### src/hdl/pqt_pkg.sv
// What this block does
// - pattern is the AND of chosen states over four channels and the external input
// - an input state is high above its threshold, low below it
// - each term is high, low or don't-care; don't-care never affects the result
// - any single mismatching non-don't-care term makes the pattern absent
// - trigger point selectable as entering or exiting the pattern
// - time hold-off from 10 ns to 20 s, 2 ns floor on the fast variant
// - event hold-off from 1 to 99 999 999 events
// - each input's threshold level is programmed independently
// - in qualified mode the validation only enables a separate trigger source
// - state-qualified needs the qualifier held continuously until the trigger
// - edge-qualified is armed by the validation alone
// - qualified trigger fires at once, after a time or event wait, or only within a window after validation
// - the wait timer or event counter restarts on every validation
// - qualifier selectable as pattern present or pattern absent
// - pattern only gates; source event while qualifier holds emits the trigger
// - source input may not be a pattern term; such setups are refused
// - state-qualified time wait restarts at qualifier start, fires after expiry
// - wait timeout runs while the qualifier holds in state mode and while armed in edge mode, and stops otherwise
package pqt_pkg;

  localparam int unsigned PQT_NUM_IN = 5;
  localparam int unsigned PQT_EXT_IDX = 4;

  // register byte offsets
  localparam logic [7:0] PQT_CTRL_OFS = 8'h00;
  localparam logic [7:0] PQT_PAT_OFS = 8'h04;
  localparam logic [7:0] PQT_HOLDOFF_OFS = 8'h08;
  localparam logic [7:0] PQT_WAIT_OFS = 8'h0C;
  localparam logic [7:0] PQT_STATUS_OFS = 8'h10;
  localparam logic [7:0] PQT_TRIGCNT_OFS = 8'h14;
  localparam logic [7:0] PQT_THRESH0_OFS = 8'h18;

  // status bit positions
  localparam int unsigned PQT_ST_REJ_BIT = 0;
  localparam int unsigned PQT_ST_PAT_BIT = 1;
  localparam int unsigned PQT_ST_HOLD_BIT = 2;
  localparam int unsigned PQT_ST_IN_LSB = 4;

  // pattern term codes, two bits per input
  localparam logic [1:0] PQT_TERM_X = 2'h0;
  localparam logic [1:0] PQT_TERM_HIGH = 2'h1;
  localparam logic [1:0] PQT_TERM_LOW = 2'h2;

  // reset values
  localparam logic [15:0] PQT_THRESH_RST = 16'h8000;
  localparam logic [31:0] PQT_HOLDOFF_RST = 32'h0000_0001;
  localparam logic [31:0] PQT_WAIT_RST = 32'h0000_0001;

  // timing, clock 125 MHz
  localparam longint unsigned PQT_CLK_HZ = 125_000_000;
  localparam longint unsigned PQT_CLK_PS = 8000;
  localparam longint unsigned PQT_TMIN_NS = 10;
  localparam longint unsigned PQT_TMIN_FAST_NS = 2;
  localparam longint unsigned PQT_TMAX_S = 20;
  localparam logic [31:0] PQT_TMIN_CYC =
    32'((PQT_TMIN_NS * 1000 + PQT_CLK_PS - 1) / PQT_CLK_PS);
  localparam logic [31:0] PQT_TMIN_FAST_CYC =
    32'((PQT_TMIN_FAST_NS * 1000 + PQT_CLK_PS - 1) / PQT_CLK_PS);
  localparam logic [31:0] PQT_TMAX_CYC = 32'(PQT_TMAX_S * PQT_CLK_HZ);
  localparam logic [31:0] PQT_EVT_MIN = 32'h0000_0001;
  localparam logic [31:0] PQT_EVT_MAX = 32'(99_999_999);

  typedef enum logic [1:0] {
    PQT_MODE_PATTERN,
    PQT_MODE_STATE_QUAL,
    PQT_MODE_EDGE_QUAL,
    PQT_MODE_OFF
  } pqt_mode_t;

  typedef enum logic [1:0] {
    PQT_HO_NONE,
    PQT_HO_TIME,
    PQT_HO_EVENTS,
    PQT_HO_RSVD
  } pqt_ho_t;

  typedef enum logic [1:0] {
    PQT_WT_NONE,
    PQT_WT_TIME,
    PQT_WT_EVENTS,
    PQT_WT_WINDOW
  } pqt_wait_t;

  // control register layout, msb first, bit 0 is enable
  typedef struct packed {
    logic src_fall;
    logic [2:0] src_sel;
    pqt_wait_t wait_kind;
    logic qual_absent;
    pqt_ho_t ho_kind;
    logic slope_exit;
    pqt_mode_t mode;
    logic enable;
  } pqt_ctrl_t;

  localparam int unsigned PQT_CTRL_W = $bits(pqt_ctrl_t);
  localparam pqt_ctrl_t PQT_CTRL_RST = '0;

  typedef logic [PQT_NUM_IN-1:0][15:0] pqt_thresh_t;

  // classic wishbone request and answer
  typedef struct packed {
    logic cyc;
    logic stb;
    logic we;
    logic [7:0] adr;
    logic [3:0] sel;
    logic [31:0] dat;
  } pqt_wb_req_t;

  typedef struct packed {
    logic ack;
    logic [31:0] dat;
  } pqt_wb_rsp_t;

  // all state of the trigger block
  typedef struct packed {
    pqt_ctrl_t ctrl;
    logic [2*PQT_NUM_IN-1:0] pat;
    logic [31:0] holdoff;
    logic [31:0] waitv;
    pqt_thresh_t thresh;
    logic [PQT_NUM_IN-1:0] sync1;
    logic [PQT_NUM_IN-1:0] sync2;
    logic pat_prev;
    logic q_prev;
    logic src_prev;
    logic armed;
    logic [31:0] ho_cnt;
    logic [31:0] wcnt;
    logic rej_err;
    logic trig;
    logic [31:0] trig_cnt;
    logic ack;
    logic [31:0] rdat;
  } pqt_state_t;

endpackage : pqt_pkg

### src/hdl/pqt_trigger.sv
// Register access over Wishbone and the register addresses are this design's own decisions.
`timescale 1ns/1ps
module pqt_trigger #(
  parameter logic FAST_VARIANT = 1'b0,
  parameter logic [31:0] TMAX_CYC = pqt_pkg::PQT_TMAX_CYC
) (
  // clock and reset
  input wire logic clk_i,
  input wire logic rst_i,
  // register bus
  input wire pqt_pkg::pqt_wb_req_t wb_req_i,
  output pqt_pkg::pqt_wb_rsp_t wb_rsp_o,
  // comparator outputs, channels 0..3 then external_trigger_input
  input wire logic [pqt_pkg::PQT_NUM_IN-1:0] cmp_i,
  // threshold levels for the comparators
  output pqt_pkg::pqt_thresh_t thresh_level_o,
  // trigger event
  output logic trig_o
);
  import pqt_pkg::*;

  ////////////////////////////////////////////////////////////////////////////
  // state and helpers

  pqt_state_t r;
  pqt_state_t n;
  logic [PQT_NUM_IN-1:0] match;
  logic pat_now;

  // merge write data into a register honouring byte lanes
  function automatic logic [31:0] lane_merge(input logic [31:0] old_v,
                                             input logic [31:0] new_v,
                                             input logic [3:0] sel);
    logic [31:0] res;
    res = old_v;
    for (int b = 0; b < 4; b++) begin
      if (sel[b]) begin
        res[8*b +: 8] = new_v[8*b +: 8];
      end
    end
    return res;
  endfunction : lane_merge

  // limit a programmed figure to its legal range
  function automatic logic [31:0] clamp(input logic [31:0] v,
                                        input logic [31:0] lo,
                                        input logic [31:0] hi);
    logic [31:0] res;
    res = v;
    if (v < lo) begin
      res = lo;
    end else if (v > hi) begin
      res = hi;
    end
    return res;
  endfunction : clamp

  // true when a qualified mode uses the source as a pattern term
  function automatic logic src_in_pattern(input pqt_ctrl_t c,
                                          input logic [2*PQT_NUM_IN-1:0] p);
    logic res;
    logic [3:0] idx;
    res = 1'b0;
    idx = {1'b0, c.src_sel};
    if ((c.mode == PQT_MODE_STATE_QUAL) || (c.mode == PQT_MODE_EDGE_QUAL)) begin
      if (idx >= 4'(PQT_NUM_IN)) begin
        res = 1'b1; // no such source, refuse as well
      end else if ((p[2*idx +: 2] == PQT_TERM_HIGH) || (p[2*idx +: 2] == PQT_TERM_LOW)) begin
        res = 1'b1;
      end
    end
    return res;
  endfunction : src_in_pattern

  ////////////////////////////////////////////////////////////////////////////
  // per input term match, evaluated on the synchronised state

  generate
    for (genvar i = 0; i < PQT_NUM_IN; i++) begin : g_term
      // high above threshold, low below; don't-care always matches
      always_comb begin
        case (r.pat[2*i +: 2])
          PQT_TERM_HIGH: match[i] = r.sync2[i];
          PQT_TERM_LOW: match[i] = ~r.sync2[i];
          default: match[i] = 1'b1;
        endcase
      end
    end
  endgenerate

  // one failing term kills the pattern
  assign pat_now = &match;

  ////////////////////////////////////////////////////////////////////////////
  // next state

  always_comb begin
    logic acc;
    logic wr;
    logic [31:0] wd;
    pqt_ctrl_t c_cand;
    logic [2*PQT_NUM_IN-1:0] p_cand;
    logic cfg_wr;
    logic [31:0] tmin;
    logic [31:0] ho_time;
    logic [31:0] ho_evt;
    logic [31:0] wt_time;
    logic [31:0] wt_evt;
    logic cand;
    logic fire_pat;
    logic q;
    logic val;
    logic src;
    logic src_evt;
    logic hold;
    logic [31:0] wload;
    logic [31:0] wcur;
    logic ok;
    logic qual_mode;
    logic fire_q;
    logic fire;
    logic [2:0] s;
    acc = 1'b0;
    wr = 1'b0;
    wd = 32'h0000_0000;
    c_cand = r.ctrl;
    p_cand = r.pat;
    cfg_wr = 1'b0;
    tmin = 32'h0000_0000;
    ho_time = 32'h0000_0000;
    ho_evt = 32'h0000_0000;
    wt_time = 32'h0000_0000;
    wt_evt = 32'h0000_0000;
    cand = 1'b0;
    fire_pat = 1'b0;
    q = 1'b0;
    val = 1'b0;
    src = 1'b0;
    src_evt = 1'b0;
    hold = 1'b0;
    wload = 32'h0000_0000;
    wcur = 32'h0000_0000;
    ok = 1'b0;
    qual_mode = 1'b0;
    fire_q = 1'b0;
    fire = 1'b0;
    s = r.ctrl.src_sel;
    n = r;

    // comparators are asynchronous to us, two flops before any use
    n.sync1 = cmp_i;
    n.sync2 = r.sync1;

    // bus: answer one cycle after the request, drop ack the cycle after
    // a held request is answered every other cycle, never twice in a row
    acc = wb_req_i.cyc & wb_req_i.stb & ~r.ack;
    wr = acc & wb_req_i.we;
    n.ack = acc;
    n.rdat = 32'h0000_0000;

    // read mux, unmapped addresses read zero
    if (acc) begin
      case (wb_req_i.adr)
        PQT_CTRL_OFS: n.rdat = 32'(r.ctrl);
        PQT_PAT_OFS: n.rdat = 32'(r.pat);
        PQT_HOLDOFF_OFS: n.rdat = r.holdoff;
        PQT_WAIT_OFS: n.rdat = r.waitv;
        PQT_STATUS_OFS: begin
          n.rdat[PQT_ST_REJ_BIT] = r.rej_err;
          n.rdat[PQT_ST_PAT_BIT] = r.pat_prev;
          n.rdat[PQT_ST_HOLD_BIT] = r.armed;
          n.rdat[PQT_ST_IN_LSB +: PQT_NUM_IN] = r.sync2;
        end
        PQT_TRIGCNT_OFS: n.rdat = r.trig_cnt;
        default: begin
          for (int t = 0; t < PQT_NUM_IN; t++) begin
            if (wb_req_i.adr == 8'(PQT_THRESH0_OFS + 8'(4 * t))) begin
              n.rdat = {16'h0000, r.thresh[t]};
            end
          end
        end
      endcase
    end

    // candidate configuration, checked before it is taken
    if (wr && (wb_req_i.adr == PQT_CTRL_OFS)) begin
      wd = lane_merge(32'(r.ctrl), wb_req_i.dat, wb_req_i.sel);
      c_cand = pqt_ctrl_t'(wd[PQT_CTRL_W-1:0]);
      cfg_wr = 1'b1;
    end
    if (wr && (wb_req_i.adr == PQT_PAT_OFS)) begin
      wd = lane_merge(32'(r.pat), wb_req_i.dat, wb_req_i.sel);
      p_cand = wd[2*PQT_NUM_IN-1:0];
      cfg_wr = 1'b1;
    end

    // status: write one clears the refusal flag
    if (wr && (wb_req_i.adr == PQT_STATUS_OFS) && wb_req_i.sel[0] &&
        wb_req_i.dat[PQT_ST_REJ_BIT]) begin
      n.rej_err = 1'b0;
    end
    // a conflicting setup is never stored; refusal wins over a clear
    if (cfg_wr) begin
      if (src_in_pattern(c_cand, p_cand)) begin
        n.rej_err = 1'b1;
      end else begin
        n.ctrl = c_cand;
        n.pat = p_cand;
      end
    end

    // figures are raw clock ticks or event counts, range enforced when used
    if (wr && (wb_req_i.adr == PQT_HOLDOFF_OFS)) begin
      n.holdoff = lane_merge(r.holdoff, wb_req_i.dat, wb_req_i.sel);
    end
    if (wr && (wb_req_i.adr == PQT_WAIT_OFS)) begin
      n.waitv = lane_merge(r.waitv, wb_req_i.dat, wb_req_i.sel);
    end
    for (int t = 0; t < PQT_NUM_IN; t++) begin
      if (wr && (wb_req_i.adr == 8'(PQT_THRESH0_OFS + 8'(4 * t)))) begin
        wd = lane_merge({16'h0000, r.thresh[t]}, wb_req_i.dat, wb_req_i.sel);
        n.thresh[t] = wd[15:0];
      end
    end

    // legal ranges in ticks, or in events for the event figures
    // a figure outside its range is pulled to the nearest end, not refused
    tmin = FAST_VARIANT ? PQT_TMIN_FAST_CYC : PQT_TMIN_CYC;
    ho_time = clamp(r.holdoff, tmin, TMAX_CYC);
    ho_evt = clamp(r.holdoff, PQT_EVT_MIN, PQT_EVT_MAX);
    wt_time = clamp(r.waitv, tmin, TMAX_CYC);
    wt_evt = clamp(r.waitv, PQT_EVT_MIN, PQT_EVT_MAX);

    //////////////////////////////////////////////////////////////////////////
    // pattern mode: edge of the pattern, then hold-off

    // edges come from the synchronised pattern, pulses under a tick are lost
    n.pat_prev = pat_now;
    cand = r.ctrl.slope_exit ? (~pat_now & r.pat_prev) : (pat_now & ~r.pat_prev);
    if (r.ctrl.enable && (r.ctrl.mode == PQT_MODE_PATTERN)) begin
      case (r.ctrl.ho_kind)
        PQT_HO_TIME: begin
          // quiet time after each trigger
          fire_pat = cand && (r.ho_cnt == 32'h0000_0000);
          if (r.ho_cnt != 32'h0000_0000) begin
            n.ho_cnt = r.ho_cnt - 32'h0000_0001;
          end
          if (fire_pat) begin
            n.ho_cnt = ho_time;
          end
        end
        PQT_HO_EVENTS: begin
          // candidates swallowed until the count is used up
          // the first candidate after enable always fires
          fire_pat = cand && (r.ho_cnt == 32'h0000_0000);
          if (cand && (r.ho_cnt != 32'h0000_0000)) begin
            n.ho_cnt = r.ho_cnt - 32'h0000_0001;
          end
          if (fire_pat) begin
            n.ho_cnt = ho_evt - 32'h0000_0001;
          end
        end
        default: begin
          fire_pat = cand;
          n.ho_cnt = 32'h0000_0000;
        end
      endcase
    end else begin
      n.ho_cnt = 32'h0000_0000;
    end

    //////////////////////////////////////////////////////////////////////////
    // qualified modes: the pattern only gates the trigger source

    qual_mode = r.ctrl.enable &&
                ((r.ctrl.mode == PQT_MODE_STATE_QUAL) || (r.ctrl.mode == PQT_MODE_EDGE_QUAL));
    q = pat_now ^ r.ctrl.qual_absent;
    n.q_prev = q;
    val = q & ~r.q_prev;
    // an out-of-range source reads as a quiet low input
    if (s < 3'(PQT_NUM_IN)) begin
      src = r.sync2[s];
    end
    n.src_prev = src;
    src_evt = r.ctrl.src_fall ? (~src & r.src_prev) : (src & ~r.src_prev);

    // state mode needs the qualifier now; edge mode only needs the arming
    if (r.ctrl.mode == PQT_MODE_STATE_QUAL) begin
      hold = q;
    end else begin
      hold = r.armed | val;
    end

    // every validation reloads the wait
    wload = (r.ctrl.wait_kind == PQT_WT_EVENTS) ? wt_evt : wt_time;
    wcur = val ? wload : r.wcnt;
    case (r.ctrl.wait_kind)
      PQT_WT_TIME: ok = (wcur == 32'h0000_0000);
      PQT_WT_WINDOW: ok = (wcur != 32'h0000_0000);
      PQT_WT_EVENTS: ok = (wcur <= 32'h0000_0001);
      default: ok = 1'b1;
    endcase

    // timer runs only while held; counter steps on source events only
    n.wcnt = wcur;
    if (hold) begin
      if (r.ctrl.wait_kind == PQT_WT_EVENTS) begin
        if (src_evt && (wcur > 32'h0000_0001)) begin
          n.wcnt = wcur - 32'h0000_0001;
        end
      end else if (wcur != 32'h0000_0000) begin
        n.wcnt = wcur - 32'h0000_0001;
      end
    end

    // outside the qualified modes the wait sits at its reload value,
    // so a later enable never starts from a stale count
    if (!qual_mode) begin
      n.wcnt = wload;
    end

    // refusal check repeated in case a stored setup is ever bypassed
    fire_q = qual_mode && src_evt && hold && ok &&
             !src_in_pattern(r.ctrl, r.pat);

    // edge mode needs a fresh validation after each trigger
    // a validation in the firing cycle arms again at once
    if (qual_mode && (r.ctrl.mode == PQT_MODE_EDGE_QUAL)) begin
      n.armed = val | (r.armed & ~fire_q);
    end else if (qual_mode) begin
      n.armed = q;
    end else begin
      n.armed = 1'b0;
    end

    //////////////////////////////////////////////////////////////////////////
    // trigger output and its counter

    // only one path is live at a time, the mode decides which
    fire = fire_pat | fire_q;
    n.trig = fire;
    if (fire) begin
      n.trig_cnt = r.trig_cnt + 32'h0000_0001;
    end
    if (wr && (wb_req_i.adr == PQT_TRIGCNT_OFS)) begin
      // any write clears the count, a trigger in that cycle is still kept
      n.trig_cnt = fire ? 32'h0000_0001 : 32'h0000_0000;
    end
  end

  ////////////////////////////////////////////////////////////////////////////
  // registers

  always_ff @(posedge clk_i) begin
    if (rst_i) begin
      // all zero first, then the nonzero defaults on top
      r <= '0;
      r.ctrl <= PQT_CTRL_RST;
      r.holdoff <= PQT_HOLDOFF_RST;
      r.waitv <= PQT_WAIT_RST;
      r.thresh <= {PQT_NUM_IN{PQT_THRESH_RST}};
    end else begin
      r <= n;
    end
  end

  // outputs straight from flops
  assign wb_rsp_o.ack = r.ack;
  assign wb_rsp_o.dat = r.rdat;
  assign thresh_level_o = r.thresh;
  assign trig_o = r.trig;

endmodule : pqt_trigger

### config.mk
export PLATFORM = sky130hd
export DESIGN_NAME = pqt_trigger
export DESIGN_NICKNAME = d
export VERILOG_FILES = /design/src/hdl/pqt_pkg.sv /design/src/hdl/pqt_trigger.sv
export SDC_FILE = /design/constraint.sdc
export NUM_CORES = 1
export LEC_CHECK = 0
export BUFFER_PORTS_ARGS = -buffer_cell sky130_fd_sc_hd__clkbuf_2
export CAP_MARGIN = 20
export CORE_ASPECT_RATIO = 1.25
export CORE_MARGIN = 10
export CORE_UTILIZATION = 40
export DETAILED_ROUTE_END_ITERATION = 16
export PLACE_DENSITY = 0.67
export SLEW_MARGIN = 20
export SYNTH_ARGS = -nofsm -noshare
export SYNTH_HDL_FRONTEND = slang
export SYNTH_SLANG_ARGS = --single-unit
### constraint.sdc
create_clock -name clk_i -period 5.54 [get_ports clk_i]
set_clock_uncertainty 0.15 [all_clocks]
set_input_delay 0.277 -clock clk_i [delete_from_list [all_inputs] [get_ports clk_i]]
set_output_delay 0.277 -clock clk_i [all_outputs]
set_load 0.05 [all_outputs]
# --- Yosys cells after proc, flatten, opt, wreduce, memory -nomap -nowiden ---
# Cells that the tools add are included.
# W data, S select, Z words.
totals:
  register_bits: 312
  in_bits: 54
  output_inout_bits: 114
  wordCells: 251
classes:
  addsub: 4
  magnitude_cmp: 14
  n_eq_ne: 35
  shift: 2
  n_mux: 66
  bitwise_logic: 28
  n_reduce_logical: 61
op_table:
  columns: ["op", "count"]
  rows:
  - ["$mux W32", 25]
  - ["$pmux W23 S6", 1]
  - ["$sub A32 B1 Y32 const B", 3]
  - ["$gt A32 B27 Y1 const B", 2]
  - ["$gt A32 B32 Y1 const B", 2]
  - ["$logic_not A32 Y1", 2]
  - ["$lt A32 B1 Y1 const B", 2]
  - ["$lt A32 B2 Y1 const B", 2]
  - ["$pmux W32 S2", 1]
  - ["$reduce_bool A32 Y1", 2]
  - ["$reduce_and A2 Y1", 20]
  - ["$add A32 B1 Y32 const B", 1]
  - ["$eq A8 B5 Y1 const B", 4]
  - ["$gt A32 B1 Y1 const B", 1]
  - ["$le A32 B1 Y1 const B", 1]
  - ["$pmux W5 S6", 1]
  - ["$eq A2 B2 Y1 const B", 12]
  - ["$eq A8 B6 Y1 const B", 3]
  - ["$logic_and A1 B1 Y1", 23]
  - ["$eq A2 B1 Y1 const B", 11]
  - ["$mux W1", 22]
  - ["$shiftx A10 B5 Y2", 2]
  - ["$pmux W3 S6", 1]
  - ["$eq A8 B4 Y1 const B", 2]
  - ["other kinds (27)", 64]

# --- Logic depth before layout (Yosys ltp) ---
logic_depth:
  depth_word: 14
  depth_mapped: 21

# --- Worst setup path after synthesis ---
# Ideal clock, no wire load.
synth_timing:
  kind: "flip-flop to flip-flop"
  startpoint: "register r[295] (netlist bit)"
  endpoint: "register r[68] (netlist bit)"
  setup_time_ps: 79
  arrival_ps: 4353
  required_ps: 5311
  setup_slack_ps: 958
  path_stages_with_launch: 20
  path_buffers: 3
  path_cell_list: "dfxtp_1 > inv_1 > ha_1 > inv_1 > a222oi_1 > nand3_1 > nand2_1 > clkbuf_1 > clkbuf_1 > mux2i_1 > ha_1 > nor2_1 > nand2_1 > o22ai_1 > nor4b_1 > nor4b_4 > buf_4 > nor2_1 > mux2_4 > a211oi_2"
synth_between:
  elab_chain_len: 12
  elab_cells_between_ends: 18
  classes_between: "add/sub: 1; order compare: 1; eq/ne: 2; mux: 8; bitwise: 3; reduce/logical: 3"
synth_rtl:
  columns: ["element", "line", "text"]
  rows:
  - ["start: declaration", "pqt_trigger.sv:25", "pqt_state_t r;"]
  - ["start signal: assignment", "pqt_trigger.sv:363", "r <= n;"]
  - ["$eq A2 B2 Y1 or $eq A2 B1 Y1 (tied branches)", "pqt_trigger.sv:82", "case (r.pat[2*i +: 2])"]
  - ["$pmux W1 S2 (*)", "pqt_trigger.sv:82", null]
  - ["$reduce_and A5 Y1 (*)", "pqt_trigger.sv:92", "assign pat_now = &match;"]
  - ["$xor A1 B1 Y1 (*)", "pqt_trigger.sv:277", "q = pat_now ^ r.ctrl.qual_absent;"]
  - ["$and A1 B1 Y1", "pqt_trigger.sv:279", "val = q & ~r.q_prev;"]
  - ["$mux W32", "pqt_trigger.sv:296", "wcur = val ? wload : r.wcnt;"]
  - ["$gt A32 B1 Y1", "pqt_trigger.sv:308", "if (src_evt && (wcur > 32'h0000_0001)) begin"]
  - ["$logic_and A1 B1 Y1", "pqt_trigger.sv:308", null]
  - ["$mux W32", "pqt_trigger.sv:308", null]
  - ["$mux W32", "pqt_trigger.sv:307", "if (r.ctrl.wait_kind == PQT_WT_EVENTS) begin"]
  - ["$mux W32 (*)", "pqt_trigger.sv:306", "if (hold) begin"]
  - ["$mux W32 (*)", "pqt_trigger.sv:318", "if (!qual_mode) begin"]
# Mark *: on every way between the ends. The rest lies on a longest branch, timed or not.
# A chain may end at the register's enable or synchronous reset.

# --- Worst setup path after layout ---
layout_timing:
  startpoint: "register r[292] (netlist bit)"
  endpoint: "register r[50] (netlist bit)"
layout_between:
  elab_chain_len: 12
  elab_cells_between_ends: 33
  classes_between: "order compare: 1; eq/ne: 4; shift: 1; mux: 10; bitwise: 7; reduce/logical: 10"
layout_rtl:
  columns: ["element", "line", "text"]
  rows:
  - ["$eq A2 B2 Y1 or $eq A2 B1 Y1 (tied branches)", "pqt_trigger.sv:82", null]
  - ["$pmux W1 S2", "pqt_trigger.sv:82", null]
  - ["$reduce_and A5 Y1", "pqt_trigger.sv:92", null]
  - ["$xor A1 B1 Y1", "pqt_trigger.sv:277", null]
  - ["$and A1 B1 Y1", "pqt_trigger.sv:279", null]
  - ["$mux W32 or $or A1 B1 Y1 (tied branches)", "pqt_trigger.sv:296, pqt_trigger.sv:291", null]
  - ["$le A32 B1 Y1 (tied with other cells)", "pqt_trigger.sv:300", "PQT_WT_EVENTS: ok = (wcur <= 32'h0000_0001);"]
  - ["$pmux W1 S3 or $logic_and A1 B1 Y1 (tied branches)", "pqt_trigger.sv:297, pqt_trigger.sv:323", null]
  - ["$logic_and A1 B1 Y1 (2 in series)", "pqt_trigger.sv:323", "fire_q = qual_mode && src_evt && hold && ok &&"]
  - ["$or A1 B1 Y1 (*)", "pqt_trigger.sv:340", "fire = fire_pat | fire_q;"]
  - ["$reduce_bool A2 Y1 (no line) (*)", null, null]
# Marked as above.

==> flow_summary.yaml <==
status:
  status: "finished clean"
sta:
  setup_slack_ns: 0.428
  maxSlewHeadroom_pct: 24.1
  setup_viol: 0
  period_share_pct: 92.3
  drv_slew: 0
  hold_viol_final: 0
  whs_ns: 0.0169
  rsz0062_at_grt: "no"
  setup_tns_ns: 0
  fmax_mhz: 196
  min_period_ns: 5.11
  worst_slew_pin_slew_ns: 1.13
drt:
  drt_first_pass_iters: 10
  vias_per_cell: 6.22
  drt_iter0_drc: 2172
  totalWireLength_um: 65700
  vias: 18100
  drc_errors: 0
  wl_per_cell_um: 22.7
  drtAntennaViolNets: 0
clock_tree:
  cts.path.max_buffers: 3
  cts-root-buf: "clkbuf_16"
  cts.sinks: 312
  cts_resized: 0
  cts_buffers: 36
  post_cts_buffers: 0
  cts_tree: "done"
  htree_levels: 2
  clock_latency_ns: 0.55
  clk_pin_slew_ns: 0.06
synthesis:
  synth_seq_cells: 312
  synth_cells: 2289
  synth-adder-area-share_pct: 1.55
  syn-cell-area_um2: 17700
  synth_edf_count: 0
  synth_compound_area_share_pct: 22.8
  synth.distinct_cells: 85
  yosys_warnings: 0
  netlist_top_cells_count: "343 x nand2_1, 312 x dfxtp_1, 202 x a21oi_1, 197 x nor2_1, 142 x clkbuf_1"
  synthTopCellsByArea: "dfxtp_1 35%, nand2_1 7.3%, a21oi_1 5.7%"
  syn-num-nets: 2365
  yosys.area.top_type_share_pct: 35.3
  synth_ff_type: "dfxtp_1"
  synth_top_family_by_area: "simple AND/OR/NAND/NOR gates"
  synth_most_common_cell: "nand2_1"
  yosys.area.top_type: "dfxtp_1"
  synthArstFlopShare_pct: 0
  ys_seq_area_share_pct: 35.3
  synth.area.mux_share_pct: 4.07
  syn_area_per_cell_um2: 7.74
  synth-simple-area-share_pct: 24.3
  yosys.area_share.xor_xnor_pct: 3.11
worst_setup_path:
  crit_arrival_ns: 5.42
  worstSetupPathType: "flop to flop"
  crit_buf_inv: 2
  startpoint_type: "flop"
  worstPathMaxFanout: 59
  path_cells: "inv_1 -> ha_1 -> mux2_2 -> o22a_1 -> and3_1 -> nor2_2 -> buf_4 -> nand2_1 -> a221oi_1 -> and3_1 -> nand4_1 -> a31o_2 -> or4_1 -> a21oi_1"
  required_ns: 5.84
  crit_top_cell: "and3_1"
  critical_path.max_stage_delay_ns: 0.76
  end_kind: "flop"
  critPathSlowestCell: "nor2_2"
  path_delay_family: "simple AND/OR/NAND/NOR gates"
pwr:
  power_mw: 4.93
  switching_share_pct: 23.4
  power_frac_seq_pct: 45.7
  intPower_mw: 3.78
  comb_power_share_pct: 4.4
  max-vdd-ir-drop_mv: 0.198
  p_switching_mw: 1.15
  leakage_nw: 7.52
  clock_power_share_pct: 49.9
  powerDensity_nw_per_um2: 250
grt:
  grt_pass1_vias: 17100
  grt.overflow.total: 0
  antenna_found_initial: 0
  grt_start_max_net_pins: 110
  grt_pass1_wl_um: 101000
  grt.total_usage_pct: 23.2
layout:
  drive_above_1_share_pct: 13.6
  multi_input_area_um2: 9930
  area_growth_pct: 11.5
  fillers: 4433
  seq_area_um2: 6250
  fin_cells: 2902
  finalNetCount: 2383
die:
  io_pins: 168
  die-area_um2: 53200
  placeableCoreArea_um2: 43900
  fp-row-count: 86
  die_w_um: 208
  start_util_pct: 40.4
  fp.dieH_um: 255
placed_design:
  place.gp.congestion: 0.970
  dp.cells: 2815
  dp_hpwl_um: 47900
  numPortBuffers: 167
  dp_slack_ns: 0.494
worst_hold_path:
  worst_hold_path_type: "primary input to flop"
job:
  maxCapViolCount: 0
[timing repair]
| item | 4_1_cts | 5_1_grt |
|---|---|---|
| setup endpoints to repair | 0 | 0 |
| hold endpoints to repair | 63 | 0 |
| hold buffers | 26 | 0 |
[flip-flops by register name (all words and copies together), names as in the netlist]
signal          count
n                   5
r                 193
thresh_level_o     80
wb_rsp_o           33
trig_o              1
[cells by family (layout without fill, tap and decap cells)]
kind of cell	Yosys count	count (layout)
other cells	0	1
mux	71	71
fa+ha+maj	22	22
compound gates	612	612
simple gates	905	905
flops	312	312
buf+inv	304	344
xor+xnor	63	63
[power by group through the flow]
stage	clock network (mW)	logic [mW]	registers, mW
detailed placement	0	0.197	2.30
CTS	2.49	0.214	2.25
finish	2.46	0.219	2.25
global placement	0	0.194	2.30
floorplan	0	0.119	2.30
global route	2.57	0.232	2.25
[worst register-to-register path: stages (launching register included)]
cell and delay [ns]:
dfxtp_1 0.42, inv_1 0.09, ha_1 0.20, mux2_2 0.27, o22a_1 0.25, and3_1 0.30
nor2_2 0.76, buf_4 0.32, nand2_1 0.07, a221oi_1 0.36, and3_1 0.30, nand4_1 0.19
a31o_2 0.55, or4_1 0.62, a21oi_1 0.16
[layout by cell type (no fill, tap or decap), drive strengths merged, types with 7 or more instances in the layout]
cell type    count
a221oi          25
nor2b           17
o31ai           19
nand4           21
o21ai          117
inv             40
dlygate4sd3     26
nor4            43
a22o            24
a41oi            7
nand2          343
a22oi           32
a21oi          202
nor2           197
mux2i           66
or2              8
o22ai           15
xnor2           35
a32oi            7
a211oi          17
clkbuf         215
nor4b            7
nand3b          15
or3             36
dfxtp          312
o31a             7
and3            26
nand3           63
or4             22
a222oi          27
nand2b          10
and2            17
nor3            61
ha              22
xor2            28
buf             53
a21o            24
a31oi           31
[final timing paths]
| check | cells past startpoint | slack, ns | endpoint | from |
|---|---|---|---|---|
| min reg2reg | 1 | 0.29 | r[135] | n[135] |
| max reg2reg | 14 | 0.43 | r[50] | r[292] |
| min | 3 | 0.02 | thresh_level_o[12] | wb_req_i[12] |
| max | 14 | 0.43 | r[50] | r[292] |
[through the flow]
stage | utilization [%] | cell area, µm²
6_report | 45.0 | 19800
5_1_grt | 45.0 | 19700
4_1_cts | 45.0 | 19700
3_5_place_dp | 41.6 | 18300
3_3_place_gp | 41.6 | 18300
2_1_floorplan | - | 17700
[area by class of cell]
| cell class | count | share of cell area (%) |
|---|---|---|
| repair buffers | 245 | 7.64 |
| well taps | 572 | 3.62 |
| clock buffers | 49 | 5.28 |
| inverters | 39 | 0.741 |
| clock inverters | 11 | 0.779 |
| flip-flops and latches | 312 | 31.6 |
| diodes | 1 | 0.0127 |
| multi-input cells | 1673 | 50.3 |
[metal layers]
metal	GRT usage (%)	part of all wire, %	vias up
li1	-	-	8218
met1	28.6	40	8701
met2	38.3	47	926
met3	3.51	7.8	208
met4	12.4	5.3	0
met5	0	0	-
No activity file was read; power rests on OpenSTA's default activity.
